**config.mk**
```make
export PLATFORM = sky130hd
export DESIGN_NAME = mfd_decoder
export DESIGN_NICKNAME = d
export VERILOG_FILES = /design/src/pkg/mfd_pkg.sv /design/src/rtl/mfd_step_timer.sv /design/src/rtl/mfd_decoder.sv
export VERILOG_INCLUDE_DIRS = /design/src /design/src/pkg
export SDC_FILE = /design/constraint.sdc
export NUM_CORES = 1
export LEC_CHECK = 0
export BUFFER_PORTS_ARGS = -buffer_cell sky130_fd_sc_hd__buf_4
export CAP_MARGIN = 40
export CORE_MARGIN = 5
export CORE_UTILIZATION = 47
export DETAILED_ROUTE_END_ITERATION = 10
export MAX_ROUTING_LAYER = met4
export PLACE_DENSITY = 0.86
export RECOVER_POWER = 25
export SYNTH_ARGS = -nofsm -noshare
export SYNTH_HDL_FRONTEND = slang
export SYNTH_SLANG_ARGS = --single-unit
```
**constraint.sdc**
```tcl
create_clock -name sys_clk_in -period 3.3 [get_ports sys_clk_in]
set_input_delay 0 -clock sys_clk_in [delete_from_list [all_inputs] [get_ports sys_clk_in]]
set_output_delay 0 -clock sys_clk_in [all_outputs]
set_load 0.02 [all_outputs]
```
**src/pkg/mfd_defines.svh**
```systemverilog
`ifndef MFD_DEFINES_SVH
`define MFD_DEFINES_SVH

// microword geometry; rcm bit n sits at word index n-1
`define MFD_WORD_W 80
`define MFD_FIELD_CNT 13
`define MFD_PAR_CNT 8
`define MFD_PAR_GRP 10
`define MFD_PAR_DATA 9
`define MFD_UADDR_W 17
`define MFD_EA_LOW_W 16
`define MFD_ALU_W 56
`define MFD_SHIFT_MAX 6'h30

// field positions (word index, low part first)
`define MFD_CU_A_MSB 1
`define MFD_CU_A_LSB 0
`define MFD_TR_BIT 2
`define MFD_EAE_MSB 5
`define MFD_EAE_LSB 3
`define MFD_BDL_A_MSB 8
`define MFD_BDL_A_LSB 6
`define MFD_BDL_B_MSB 12
`define MFD_BDL_B_LSB 10
`define MFD_ALU_A_MSB 18
`define MFD_ALU_A_LSB 13
`define MFD_ALU_B_MSB 21
`define MFD_ALU_B_LSB 20
`define MFD_DST_A_MSB 28
`define MFD_DST_A_LSB 22
`define MFD_DST_B_BIT 30
`define MFD_CU_B_MSB 35
`define MFD_CU_B_LSB 31
`define MFD_CS_MSB 38
`define MFD_CS_LSB 36
`define MFD_B_OPERAND_SELECT_MSB 44
`define MFD_B_OPERAND_SELECT_LSB 40
`define MFD_RFS_A_MSB 48
`define MFD_RFS_A_LSB 45
`define MFD_RFS_B_MSB 52
`define MFD_RFS_B_LSB 50
`define MFD_RFD_MSB 54
`define MFD_RFD_LSB 53
`define MFD_IAC_A_MSB 58
`define MFD_IAC_A_LSB 55
`define MFD_IAC_B_MSB 63
`define MFD_IAC_B_LSB 60
`define MFD_STEP_EXTEND_COUNT_MSB 67
`define MFD_STEP_EXTEND_COUNT_LSB 64
`define MFD_CU_C_BIT 68
`define MFD_CU_D_MSB 78
`define MFD_CU_D_LSB 70
`define MFD_SUB_HI_BIT 31
`define MFD_SUB_LO_BIT 32

// sequencer-op codes and the 010 subselect
`define MFD_SEQ_RTN 3'h0
`define MFD_SEQ_JUMP 3'h1
`define MFD_SEQ_SPECIAL 3'h2
`define MFD_SEQ_EMIT 3'h3
`define MFD_SEQ_CONDITIONAL_RETURN 3'h4
`define MFD_SEQ_CALLJ 3'h5
`define MFD_SEQ_CALLG 3'h6
`define MFD_SEQ_PUSHE 3'h7
`define MFD_SUB_DECODE 2'h0
`define MFD_SUB_BDH 2'h1
`define MFD_SUB_LDA 2'h2
`define MFD_SUB_GOTO 2'h3

// effective-address step codes
`define MFD_EAE_NONE 3'h0
`define MFD_EAE_SINC 3'h1
`define MFD_EAE_SDEC 3'h2
`define MFD_EAE_DINC 3'h3
`define MFD_EAE_DDEC 3'h4
`define MFD_EAE_BINC 3'h5
`define MFD_EAE_BDEC 3'h6
`define MFD_EAE_XCHG 3'h7

// a-leg sources (code in top 3 bits of the alu field)
`define MFD_ASRC_RF 3'h0
`define MFD_ASRC_MUL 3'h1
`define MFD_ASRC_CONST 3'h2
`define MFD_ASRC_BUS 3'h3
`define MFD_ASRC_PCL 3'h4
`define MFD_ASRC_NORM 3'h5
`define MFD_ASRC_CNT 6

// step timing
`define MFD_CLK_PERIOD_PS 20000
`define MFD_EXT_UNIT_PS 31250
`define MFD_EXT_UNIT_CYC \
  ((`MFD_EXT_UNIT_PS + `MFD_CLK_PERIOD_PS - 1) / `MFD_CLK_PERIOD_PS)
`define MFD_PRE_P7_CYC 4
`define MFD_P7_P8_CYC 2
`define MFD_P8_LATCH_CYC 2
`define MFD_STACK_DEPTH 4

`endif

```
**src/pkg/mfd_pkg.sv**
```systemverilog
package mfd_pkg;
  typedef logic [16:0] mfd_uaddr_t;
  typedef logic [79:0] mfd_word_t;
  typedef enum logic [1:0] {
    MFD_ST_IDLE,
    MFD_ST_PRE,
    MFD_ST_P78,
    MFD_ST_P8L
  } mfd_step_state_t;
endpackage

```
**src/rtl/mfd_step_timer.sv**
```systemverilog
`timescale 1ns/10ps
`include "mfd_defines.svh"
module mfd_step_timer #(
  parameter int unsigned PRE_CYC = `MFD_PRE_P7_CYC,
  parameter int unsigned P78_CYC = `MFD_P7_P8_CYC,
  parameter int unsigned P8L_CYC = `MFD_P8_LATCH_CYC,
  parameter int unsigned EXT_CYC = `MFD_EXT_UNIT_CYC
) (
  // clock and reset
  input wire logic sys_clk_in,
  input wire logic sys_rst_in,
  // step control
  input wire logic start_in,
  input wire logic [1:0] tx_count_in,
  input wire logic [1:0] nx_count_in,
  // beat phase pulses
  output logic phase7_out,
  output logic phase8_out,
  output logic latch_out
);
  import mfd_pkg::*;

  mfd_step_state_t state_ff;
  logic [7:0] cnt_ff;
  logic cnt_zero;
  logic [7:0] nxt_p78;
  logic [7:0] nxt_p8l;

  assign cnt_zero = (cnt_ff == 8'h00);
  // extension counts add whole units of the rounded-up ext period
  assign nxt_p78 = 8'(P78_CYC + 32'(tx_count_in) * EXT_CYC - 1);
  assign nxt_p8l = 8'(P8L_CYC + 32'(nx_count_in) * EXT_CYC - 1);

  always_ff @(posedge sys_clk_in) begin
    if (sys_rst_in) begin
      state_ff <= MFD_ST_IDLE;
    end else begin
      case (state_ff)
        MFD_ST_IDLE: if (start_in) state_ff <= MFD_ST_PRE;
        MFD_ST_PRE: if (cnt_zero) state_ff <= MFD_ST_P78;
        MFD_ST_P78: if (cnt_zero) state_ff <= MFD_ST_P8L;
        MFD_ST_P8L: if (cnt_zero) state_ff <= MFD_ST_IDLE;
        default: state_ff <= MFD_ST_IDLE;
      endcase
    end
  end

  always_ff @(posedge sys_clk_in) begin
    if (sys_rst_in) begin
      cnt_ff <= 8'h00;
    end else begin
      case (state_ff)
        MFD_ST_IDLE: cnt_ff <= 8'(PRE_CYC - 1);
        MFD_ST_PRE: cnt_ff <= cnt_zero ? nxt_p78 : cnt_ff - 8'h01;
        MFD_ST_P78: cnt_ff <= cnt_zero ? nxt_p8l : cnt_ff - 8'h01;
        MFD_ST_P8L: cnt_ff <= cnt_zero ? 8'h00 : cnt_ff - 8'h01;
        default: cnt_ff <= 8'h00;
      endcase
    end
  end

  always_ff @(posedge sys_clk_in) begin
    if (sys_rst_in) begin
      phase7_out <= 1'b0;
      phase8_out <= 1'b0;
      latch_out <= 1'b0;
    end else begin
      phase7_out <= (state_ff == MFD_ST_PRE) && cnt_zero;
      phase8_out <= (state_ff == MFD_ST_P78) && cnt_zero;
      latch_out <= (state_ff == MFD_ST_P8L) && cnt_zero;
    end
  end
endmodule

```
**src/rtl/mfd_decoder.sv**
```systemverilog
// Behaviour
// - Accept an 80-bit microword of 13 fields, each decoded independently.
// - A 3-bit field steps only the low 16 bits of both EA registers.
// - An 8-bit field drives the 56-bit ALU and selects the A-leg source.
// - A 5-bit field picks 16 upper and 2 lower B-leg sources.
// - A 6-bit field controls the barrel shifter operation.
// - An 8-bit side-action code fires infrequent peripheral functions.
// - A 7-bit source and a 2-bit destination select register-file entries.
// - Next microaddress comes from 3-bit sequencer op and 17-bit field.
// - Sequencer op decides if the 17-bit field is constant or address.
// - Ops: return, jump, emit, conditional return, calls, push with emit.
// - Op 010 subselects decode, bus-data-high branch, load address, goto.
// - An 8-bit destination field writes its targets at step end.
// - A 4-bit extension field sets the microstep length.
// - Each early count adds 31.25 ns rounded up to 2 cycles (40 ns) between phases seven and eight.
// - Each late count adds 31.25 ns rounded up to 2 cycles (40 ns) between phase eight and step latch.
// - Trap inhibit set blocks direct-transfer channel traps this step.
// - Eight parity bits at positions 10..80 are generated and checked.
// - A shift amount up to 48 goes to the barrel shifter in one step.
// - Multiplier digits use 3-bit Booth recoding for a 3-operand adder.
// - Division uses non-restoring add or subtract per step.
`timescale 1ns/10ps
`include "mfd_defines.svh"
module mfd_decoder #(
  parameter bit ODD_PARITY = 1'b1,
  parameter int unsigned STACK_DEPTH = `MFD_STACK_DEPTH
) (
  // clock and reset
  input wire logic sys_clk_in,
  input wire logic sys_rst_in,
  // control store
  input wire mfd_pkg::mfd_word_t word_in,
  input wire logic word_valid_in,
  output logic word_ready_out,
  input wire mfd_pkg::mfd_word_t cs_wr_word_in,
  output mfd_pkg::mfd_word_t cs_wr_word_out,
  output logic parity_err_out,
  // sequencer inputs
  input wire logic branch_cond_in,
  input wire mfd_pkg::mfd_uaddr_t decode_addr_in,
  input wire mfd_pkg::mfd_uaddr_t load_addr_in,
  input wire logic [3:0] bus_data_high_in,
  // sequencer outputs
  output mfd_pkg::mfd_uaddr_t next_addr_out,
  output logic next_addr_valid_out,
  output logic [16:0] constant_out,
  output logic constant_valid_out,
  // beat phases
  output logic beat_phase_seven_out,
  output logic beat_phase_eight_out,
  output logic step_latch_phase_out,
  // datapath inputs
  input wire logic trap_req_in,
  input wire logic [15:0] ea_source_reg_low_in,
  input wire logic [15:0] ea_dest_reg_low_in,
  input wire logic [5:0] shift_count_in,
  input wire logic [3:0] mult_bits_in,
  input wire logic div_rem_neg_in,
  // datapath control
  output logic [5:0] a_src_sel_out,
  output logic [4:0] alu_func_out,
  output logic [3:0] b_hi_src_out,
  output logic b_lo_src_out,
  output logic [5:0] shifter_ctrl_out,
  output logic [5:0] shift_amount_out,
  output logic [7:0] side_action_code_out,
  output logic side_action_strobe_out,
  output logic [6:0] regfile_source_select_out,
  output logic [1:0] regfile_dest_select_out,
  output logic [7:0] dest_write_en_out,
  output logic trap_take_out,
  output logic [15:0] ea_source_reg_low_out,
  output logic [15:0] ea_dest_reg_low_out,
  output logic ea_update_out,
  output logic [3:0] booth_digit_out,
  output logic div_add_out
);
  import mfd_pkg::*;

  localparam int unsigned SP_W = $clog2(STACK_DEPTH);

  // field views of the incoming word
  logic [16:0] in_cu;
  logic [2:0] in_seq_op;
  logic [1:0] in_sub;
  logic [7:0] in_alu;
  logic [7:0] in_dst;
  logic [5:0] in_bdl;
  logic [6:0] in_rfs;
  logic [7:0] in_iac;
  logic [7:0] par_bad;
  logic accept;

  // stored microword fields
  logic [16:0] next_addr_or_constant_ff;
  logic [2:0] seq_op_ff;
  logic [1:0] sub_op_ff;
  logic [2:0] ea_step_ctrl_ff;
  logic [3:0] step_extend_count_ff;
  logic [7:0] dest_write_select_ff;
  logic [7:0] side_action_ff;
  logic trap_inhibit_ff;
  logic step_par_bad_ff;
  logic start_ff;

  // sequencer state
  logic [16:0] stack_ff [STACK_DEPTH];
  logic [SP_W-1:0] sp_ff;
  logic [16:0] nxt_addr;
  logic [16:0] push_val;
  logic [16:0] stack_top;
  logic push;
  logic pop;
  logic emit;
  logic t_phase7;
  logic t_phase8;
  logic t_latch;

  // rcm bit n is word index n-1; the lower rcm bit is the field lsb, except in the subselect where it is the msb
  assign in_cu = {word_in[`MFD_CU_D_MSB:`MFD_CU_D_LSB],
                  word_in[`MFD_CU_C_BIT],
                  word_in[`MFD_CU_B_MSB:`MFD_CU_B_LSB],
                  word_in[`MFD_CU_A_MSB:`MFD_CU_A_LSB]};
  // sequencer op is taken only from rcm 37-39
  assign in_seq_op = word_in[`MFD_CS_MSB:`MFD_CS_LSB];
  assign in_sub = {word_in[`MFD_SUB_HI_BIT], word_in[`MFD_SUB_LO_BIT]};
  assign in_alu = {word_in[`MFD_ALU_B_MSB:`MFD_ALU_B_LSB],
                   word_in[`MFD_ALU_A_MSB:`MFD_ALU_A_LSB]};
  assign in_dst = {word_in[`MFD_DST_B_BIT],
                   word_in[`MFD_DST_A_MSB:`MFD_DST_A_LSB]};
  assign in_bdl = {word_in[`MFD_BDL_B_MSB:`MFD_BDL_B_LSB],
                   word_in[`MFD_BDL_A_MSB:`MFD_BDL_A_LSB]};
  assign in_rfs = {word_in[`MFD_RFS_B_MSB:`MFD_RFS_B_LSB],
                   word_in[`MFD_RFS_A_MSB:`MFD_RFS_A_LSB]};
  assign in_iac = {word_in[`MFD_IAC_B_MSB:`MFD_IAC_B_LSB],
                   word_in[`MFD_IAC_A_MSB:`MFD_IAC_A_LSB]};
  assign accept = word_valid_in && word_ready_out;

  // each group of nine bits is covered by the tenth
  for (genvar g = 0; g < `MFD_PAR_CNT; g++) begin : g_par
    assign par_bad[g] = (^word_in[g*`MFD_PAR_GRP +: `MFD_PAR_GRP])
                        ^ ODD_PARITY;
    always_ff @(posedge sys_clk_in) begin
      if (sys_rst_in) begin
        cs_wr_word_out[g*`MFD_PAR_GRP +: `MFD_PAR_GRP] <= '0;
      end else begin
        cs_wr_word_out[g*`MFD_PAR_GRP +: `MFD_PAR_DATA] <=
          cs_wr_word_in[g*`MFD_PAR_GRP +: `MFD_PAR_DATA];
        cs_wr_word_out[g*`MFD_PAR_GRP + `MFD_PAR_DATA] <=
          (^cs_wr_word_in[g*`MFD_PAR_GRP +: `MFD_PAR_DATA])
          ^ ODD_PARITY;
      end
    end
  end

  mfd_step_timer u_timer (
    .sys_clk_in(sys_clk_in),
    .sys_rst_in(sys_rst_in),
    .start_in(start_ff),
    .tx_count_in(step_extend_count_ff[3:2]),
    .nx_count_in(step_extend_count_ff[1:0]),
    .phase7_out(t_phase7),
    .phase8_out(t_phase8),
    .latch_out(t_latch)
  );

  assign beat_phase_seven_out = t_phase7;
  assign beat_phase_eight_out = t_phase8;
  assign step_latch_phase_out = t_latch;

  // one word in flight; the next is taken once the step latches
  always_ff @(posedge sys_clk_in) begin
    if (sys_rst_in) begin
      word_ready_out <= 1'b1;
      start_ff <= 1'b0;
    end else begin
      start_ff <= accept;
      if (accept) begin
        word_ready_out <= 1'b0;
      end else if (t_latch) begin
        word_ready_out <= 1'b1;
      end
    end
  end

  // fields used at the step latch
  always_ff @(posedge sys_clk_in) begin
    if (sys_rst_in) begin
      next_addr_or_constant_ff <= 17'h0_0000;
      seq_op_ff <= `MFD_SEQ_EMIT;
      sub_op_ff <= `MFD_SUB_DECODE;
      ea_step_ctrl_ff <= `MFD_EAE_NONE;
      step_extend_count_ff <= 4'h0;
      dest_write_select_ff <= 8'h00;
      side_action_ff <= 8'h00;
      trap_inhibit_ff <= 1'b0;
      step_par_bad_ff <= 1'b0;
    end else if (accept) begin
      next_addr_or_constant_ff <= in_cu;
      seq_op_ff <= in_seq_op;
      sub_op_ff <= in_sub;
      ea_step_ctrl_ff <= word_in[`MFD_EAE_MSB:`MFD_EAE_LSB];
      step_extend_count_ff <= word_in[`MFD_STEP_EXTEND_COUNT_MSB:`MFD_STEP_EXTEND_COUNT_LSB];
      dest_write_select_ff <= in_dst;
      side_action_ff <= in_iac;
      trap_inhibit_ff <= word_in[`MFD_TR_BIT];
      step_par_bad_ff <= |par_bad;
    end
  end

  // datapath selects stand for the whole step
  always_ff @(posedge sys_clk_in) begin
    if (sys_rst_in) begin
      a_src_sel_out <= 6'h01;
      alu_func_out <= 5'h00;
      b_hi_src_out <= 4'h0;
      b_lo_src_out <= 1'b0;
      shifter_ctrl_out <= 6'h00;
      shift_amount_out <= 6'h00;
      regfile_source_select_out <= 7'h00;
      regfile_dest_select_out <= 2'h0;
      side_action_code_out <= 8'h00;
      parity_err_out <= 1'b0;
    end else if (accept) begin
      // unused a-leg codes fall back to the register file
      a_src_sel_out <= (in_alu[7:5] < 3'(`MFD_ASRC_CNT)) ?
                       6'(6'h01 << in_alu[7:5]) : 6'h01;
      alu_func_out <= in_alu[4:0];
      b_hi_src_out <= word_in[`MFD_B_OPERAND_SELECT_MSB:`MFD_B_OPERAND_SELECT_LSB+1];
      b_lo_src_out <= word_in[`MFD_B_OPERAND_SELECT_LSB];
      shifter_ctrl_out <= in_bdl;
      // counts above 48 would exceed the shifter's reach
      shift_amount_out <= (shift_count_in > `MFD_SHIFT_MAX) ?
                          `MFD_SHIFT_MAX : shift_count_in;
      regfile_source_select_out <= in_rfs;
      regfile_dest_select_out <= word_in[`MFD_RFD_MSB:`MFD_RFD_LSB];
      side_action_code_out <= in_iac;
      parity_err_out <= |par_bad;
    end
  end

  // arithmetic helpers, sampled once per step at phase seven
  always_ff @(posedge sys_clk_in) begin
    if (sys_rst_in) begin
      booth_digit_out <= 4'h0;
      div_add_out <= 1'b0;
    end else if (t_phase7) begin
      // radix-8 digit: -4*b3 + 2*b2 + b1 + b0, two's complement
      booth_digit_out <= 4'({3'h0, mult_bits_in[0]})
                         + 4'({3'h0, mult_bits_in[1]})
                         + 4'({2'h0, mult_bits_in[2], 1'b0})
                         - 4'({1'b0, mult_bits_in[3], 2'h0});
      div_add_out <= div_rem_neg_in;
    end
  end

  // end-of-step strobes; a bad parity step raises no write, side-action or EA-update strobe
  always_ff @(posedge sys_clk_in) begin
    if (sys_rst_in) begin
      dest_write_en_out <= 8'h00;
      side_action_strobe_out <= 1'b0;
      trap_take_out <= 1'b0;
      ea_update_out <= 1'b0;
    end else begin
      dest_write_en_out <= (t_latch && !step_par_bad_ff) ?
                           dest_write_select_ff : 8'h00;
      side_action_strobe_out <= t_latch && !step_par_bad_ff
                                && (side_action_ff != 8'h00);
      trap_take_out <= t_latch && trap_req_in
                       && !trap_inhibit_ff;
      ea_update_out <= t_latch && !step_par_bad_ff
                       && (ea_step_ctrl_ff != `MFD_EAE_NONE);
    end
  end

  // only the low halves step; carries never reach the upper bits
  always_ff @(posedge sys_clk_in) begin
    if (sys_rst_in) begin
      ea_source_reg_low_out <= 16'h0000;
      ea_dest_reg_low_out <= 16'h0000;
    end else if (t_latch) begin
      ea_source_reg_low_out <= ea_source_reg_low_in;
      ea_dest_reg_low_out <= ea_dest_reg_low_in;
      case (ea_step_ctrl_ff)
        `MFD_EAE_SINC: ea_source_reg_low_out <= ea_source_reg_low_in + 16'h1;
        `MFD_EAE_SDEC: ea_source_reg_low_out <= ea_source_reg_low_in - 16'h1;
        `MFD_EAE_DINC: ea_dest_reg_low_out <= ea_dest_reg_low_in + 16'h1;
        `MFD_EAE_DDEC: ea_dest_reg_low_out <= ea_dest_reg_low_in - 16'h1;
        `MFD_EAE_BINC: begin
          ea_source_reg_low_out <= ea_source_reg_low_in + 16'h1;
          ea_dest_reg_low_out <= ea_dest_reg_low_in + 16'h1;
        end
        `MFD_EAE_BDEC: begin
          ea_source_reg_low_out <= ea_source_reg_low_in - 16'h1;
          ea_dest_reg_low_out <= ea_dest_reg_low_in - 16'h1;
        end
        `MFD_EAE_XCHG: begin
          ea_source_reg_low_out <= ea_source_reg_low_in + 16'h1;
          ea_dest_reg_low_out <= ea_dest_reg_low_in - 16'h1;
        end
        default: ;
      endcase
    end
  end

  assign stack_top = stack_ff[SP_W'(sp_ff - 1'b1)];

  // next-address selection
  always_comb begin
    nxt_addr = next_addr_out + 17'h0_0001;
    push_val = next_addr_out + 17'h0_0001;
    push = 1'b0;
    pop = 1'b0;
    emit = 1'b0;
    case (seq_op_ff)
      `MFD_SEQ_RTN: begin
        nxt_addr = stack_top;
        pop = 1'b1;
      end
      `MFD_SEQ_JUMP: begin
        if (branch_cond_in) nxt_addr = next_addr_or_constant_ff;
      end
      `MFD_SEQ_SPECIAL: begin
        case (sub_op_ff)
          `MFD_SUB_DECODE: nxt_addr = decode_addr_in;
          `MFD_SUB_BDH: nxt_addr = {next_addr_or_constant_ff[16:4],
                                    next_addr_or_constant_ff[3:0]
                                    | bus_data_high_in};
          `MFD_SUB_LDA: nxt_addr = load_addr_in;
          `MFD_SUB_GOTO: nxt_addr = next_addr_or_constant_ff;
          default: nxt_addr = next_addr_or_constant_ff;
        endcase
      end
      `MFD_SEQ_EMIT: emit = 1'b1;
      `MFD_SEQ_CONDITIONAL_RETURN: begin
        if (branch_cond_in) begin
          nxt_addr = stack_top;
          pop = 1'b1;
        end
      end
      `MFD_SEQ_CALLJ: begin
        if (branch_cond_in) begin
          nxt_addr = next_addr_or_constant_ff;
          push = 1'b1;
        end
      end
      `MFD_SEQ_CALLG: begin
        nxt_addr = next_addr_or_constant_ff;
        push = 1'b1;
      end
      `MFD_SEQ_PUSHE: begin
        push_val = next_addr_or_constant_ff;
        push = 1'b1;
        emit = 1'b1;
      end
      default: nxt_addr = next_addr_out + 17'h0_0001;
    endcase
  end

  // sequencer commit at the step latch
  always_ff @(posedge sys_clk_in) begin
    if (sys_rst_in) begin
      next_addr_out <= 17'h0_0000;
      next_addr_valid_out <= 1'b0;
      constant_out <= 17'h0_0000;
      constant_valid_out <= 1'b0;
    end else begin
      next_addr_valid_out <= t_latch;
      constant_valid_out <= t_latch && emit;
      if (t_latch) begin
        next_addr_out <= nxt_addr;
      end
      if (t_latch && emit) begin
        constant_out <= next_addr_or_constant_ff;
      end
    end
  end

  // return stack; the pointer wraps, so deep nesting overwrites
  always_ff @(posedge sys_clk_in) begin
    if (sys_rst_in) begin
      sp_ff <= '0;
    end else if (t_latch && push) begin
      sp_ff <= SP_W'(sp_ff + 1'b1);
    end else if (t_latch && pop) begin
      sp_ff <= SP_W'(sp_ff - 1'b1);
    end
  end

  for (genvar e = 0; e < STACK_DEPTH; e++) begin : g_stack
    always_ff @(posedge sys_clk_in) begin
      if (sys_rst_in) begin
        stack_ff[e] <= 17'h0_0000;
      end else if (t_latch && push && (sp_ff == SP_W'(e))) begin
        stack_ff[e] <= push_val;
      end
    end
  end
endmodule

```
==> flow_summary.json <==
{
  "h-tree-depth": 2,
  "path_buf_inv": 2,
  "slowest_delay_ns": 2.06,
  "layout_commonest_cell": "buf_4",
  "nNetsFinal": 2633,
  "overflow": 0,
  "drive_above_1_share": 0.1859,
  "vias": 15940,
  "initial_core_util": 0.4733,
  "hold_violations": 0,
  "drc_errors": 0,
  "wl_per_cell_um": 21.54,
  "pre_cts_ws_ns": 0.1281,
  "drv_cap": 1,
  "clkSlewWorstSetupHoldPaths_ns": 0.06,
  "crit_family": "buffers and inverters",
  "cts_root_buf": "clkbuf_16",
  "fin_worst_skew_ns": 0.02167,
  "fmax_ghz": 0.3169,
  "fin_setup_tns_ns": 0,
  "clockBufferDepth": 3,
  "synth-edff-count": 68,
  "cp.required_ns": 3.49,
  "grt_usage": 0.3159,
  "cts_tree": "built",
  "synth_ff_type": "dfxtp_1",
  "grt_pass1_vias": 16310,
  "place_congestion": 0.9450,
  "dpl.hpwl_um": 39220,
  "final_cells": 2815,
  "place_inst": 2547,
  "antenna_found_initial": 4,
  "ys_async_sr_fraction": 0,
  "grt_pass1_wl_um": 92560,
  "die_h_um": 193.3,
  "die_area_sq_um": 37370,
  "first_iter_violations": 1343,
  "ys_seq_area_frac": 0.4627,
  "rsz0062_at_grt": "no",
  "outcome": "complete, but fails checks",
  "syn_nets": 2018,
  "crit_type": "input pin to register",
  "ant_nets": 0,
  "maxSlewViolCount": 159,
  "crit_arrival_ns": 3.35,
  "worst_slew_pin_slew_ns": 2.965,
  "post-route-min-period_ns": 3.155,
  "netlist_instances": 1722,
  "setup_slack_ns": 0.1447,
  "final_util": 0.6662,
  "crit_slowest_cell": "buf_2",
  "cp_max_fo": 158,
  "netlist_area_sq_um": 15790,
  "ir_drop_mv": 0.3438,
  "startpoint_type": "input pin",
  "fin_crit_sh": 0.9562,
  "p_leak_nw": 8.832,
  "ios": 460,
  "dr.pass1.iters": 5,
  "portBuffers": 450,
  "syn_area_per_cell_sq_um": 9.171,
  "end_kind": "register",
  "path_cells": "clkbuf_8 > buf_2 > nor2b_1",
  "insertion_delay_ns": 0.52,
  "vias_per_cell": 5.664,
  "cts_buffers": 36,
  "holdWs_ns": 0.03874,
  "clkSinkCount": 331,
  "slew-limit-headroom": -0.9768,
  "setup_violations": 0,
  "power_density_nw_per_um2": 485.3,
  "core_area_sq_um": 33360,
  "failed_checks": "max-capacitance violations, max-slew violations",
  "final_cell_mix": "buf_4, dfxtp_1, nand2_1, nor2_1, dlygate4sd3_1",
  "ys_seq_elements": 331,
  "synth_cell_types": 64,
  "fillerInstances": 2566,
  "grt_max_degree": 159,
  "fp.dieW_um": 193.3,
  "worstHoldPathType": "input pin to register",
  "wirelength_um": 60650,
  "fp-row-count": 67,
  "syn2layout_area_growth_pct": 40.75,
  "yosysWarnings": 0
}
-- sequential cells by signal, indices dropped and copies added (netlist names), 7 cells and up --
name and cells:
constant_out 17, cs_wr_word_out 80, dest_write_en_out 8, dest_write_select_ff 8
ea_dest_reg_low_out 16, ea_source_reg_low_out 16, next_addr_or_constant_ff 17, next_addr_out 17
regfile_source_select_out 7, side_action_code_out 8, stack_ff 68, u_timer.cnt_ff 8
-- through the flow --
stage	power (mW)	cell area, sq um
CTS	10.76	22670
detailed placement	6.651	19570
floorplan	5.842	15790
global route	11.18	22220
finish	10.79	22230
global placement	6.585	19570
-- where the power goes --
group	internal (mW)	leakage [nW]	switching (mW)
Sequential	4.33	2.86	0.138
Clock	2.28	0.552	1.69
Combinational	1.04	5.42	1.31
-- routing by layer --
layer / vias to the layer above / part of all wire / track usage
met5: - / 0 / -
met3: 278 / 0.090 / 0.06384
li1: 7153 / - / -
met1: 7498 / 0.36 / 0.3590
met4: 0 / 0.061 / 0.1442
met2: 1014 / 0.49 / 0.5386
-- cells by family (layout without fill, tap and decap cells) --
| kind of cell | Yosys count | count (layout) | synth area share |
|---|---|---|---|
| buf+inv | 127 | 766 | 0.03153 |
| compound gates | 337 | 337 | 0.1365 |
| other cells | 0 | 6 | 0 |
| flops | 331 | 331 | 0.4627 |
| xor+xnor | 182 | 182 | 0.1009 |
| mux | 54 | 54 | 0.04777 |
| simple gates | 641 | 641 | 0.1800 |
| fa+ha+maj | 50 | 50 | 0.04056 |
-- worst paths after layout --
check,start,to,slack (ns),cells past startpoint
max,sys_rst_in,cs_wr_word_out[1]$_SDFF_PP0_,0.14,3
min,decode_addr_in[2],next_addr_out[2]$_SDFFE_PP0P_,0.04,5
max reg2reg,ea_step_ctrl_ff[2]$_SDFFE_PP0P_,ea_source_reg_low_out[14]$_SDFFE_PP0P_,0.20,12
min reg2reg,trap_inhibit_ff$_SDFFE_PP0P_,trap_take_out$_SDFF_PP0_,0.43,1
-- cell type report --
type | count | area [sq um] | share of cell area
Multi-Input combinational cell | 1264 | 8000 | 0.3599
Sequential cell | 331 | 7307 | 0.3287
Timing Repair Buffer | 674 | 5084 | 0.2287
Clock buffer | 49 | 1035 | 0.04655
Tap cell | 448 | 560.5 | 0.02522
Inverter | 30 | 116.4 | 0.005235
Clock inverter | 13 | 110.1 | 0.004954
Antenna cell | 6 | 15.01 | 0.0006755
-- worst reg2reg max path, stage by stage (launching register included) --
cell and delay, ns:
dfxtp_1 0.41, inv_1 0.10, a21oi_1 0.24, inv_1 0.23, fa_1 0.46, a21o_1 0.17
a21o_1 0.19, a21oi_1 0.29, o21ai_1 0.14, nand3_1 0.09, nand3_1 0.10, mux2_1 0.32
a311oi_1 0.26
-- timing repair --
item,4_1_cts,5_1_grt
hold buffers,195,0
endpoints found under the hold margin,200,0
resized for setup,0,3
setup buffers,0,5
setup endpoints to repair,0,4
-- Yosys cell counts, drive strengths merged (3+ instances only) --
master / instances / area [sq um]
a211oi: 38 / 300.3
a21o: 10 / 75.07
a21oi: 146 / 730.7
a221o: 3 / 30.03
a221oi: 8 / 70.07
a22oi: 8 / 60.06
a311oi: 12 / 105.1
a31oi: 5 / 31.28
and2: 11 / 68.82
and3: 6 / 37.54
buf: 20 / 96.35
clkbuf: 77 / 289.0
dfxtp: 263 / 5265
edfxtp: 68 / 2042
ha: 48 / 600.6
inv: 30 / 112.6
mux2i: 36 / 360.4
mux4: 17 / 382.9
nand2: 253 / 949.7
nand2b: 12 / 75.07
nand3: 21 / 105.1
nand3b: 5 / 37.54
nand4: 5 / 31.28
nor2: 200 / 755.7
nor2b: 79 / 494.2
nor3: 27 / 135.1
nor3b: 5 / 37.54
nor4: 5 / 31.28
o211ai: 18 / 135.1
o21a: 5 / 37.54
o21ai: 43 / 222.7
o21bai: 3 / 22.52
o221ai: 5 / 43.79
o22ai: 11 / 68.82
o31ai: 6 / 63.81
o41ai: 3 / 26.28
or3: 7 / 43.79
xnor2: 141 / 1235
xor2: 41 / 359.1
(Power assumes the default switching activity.)
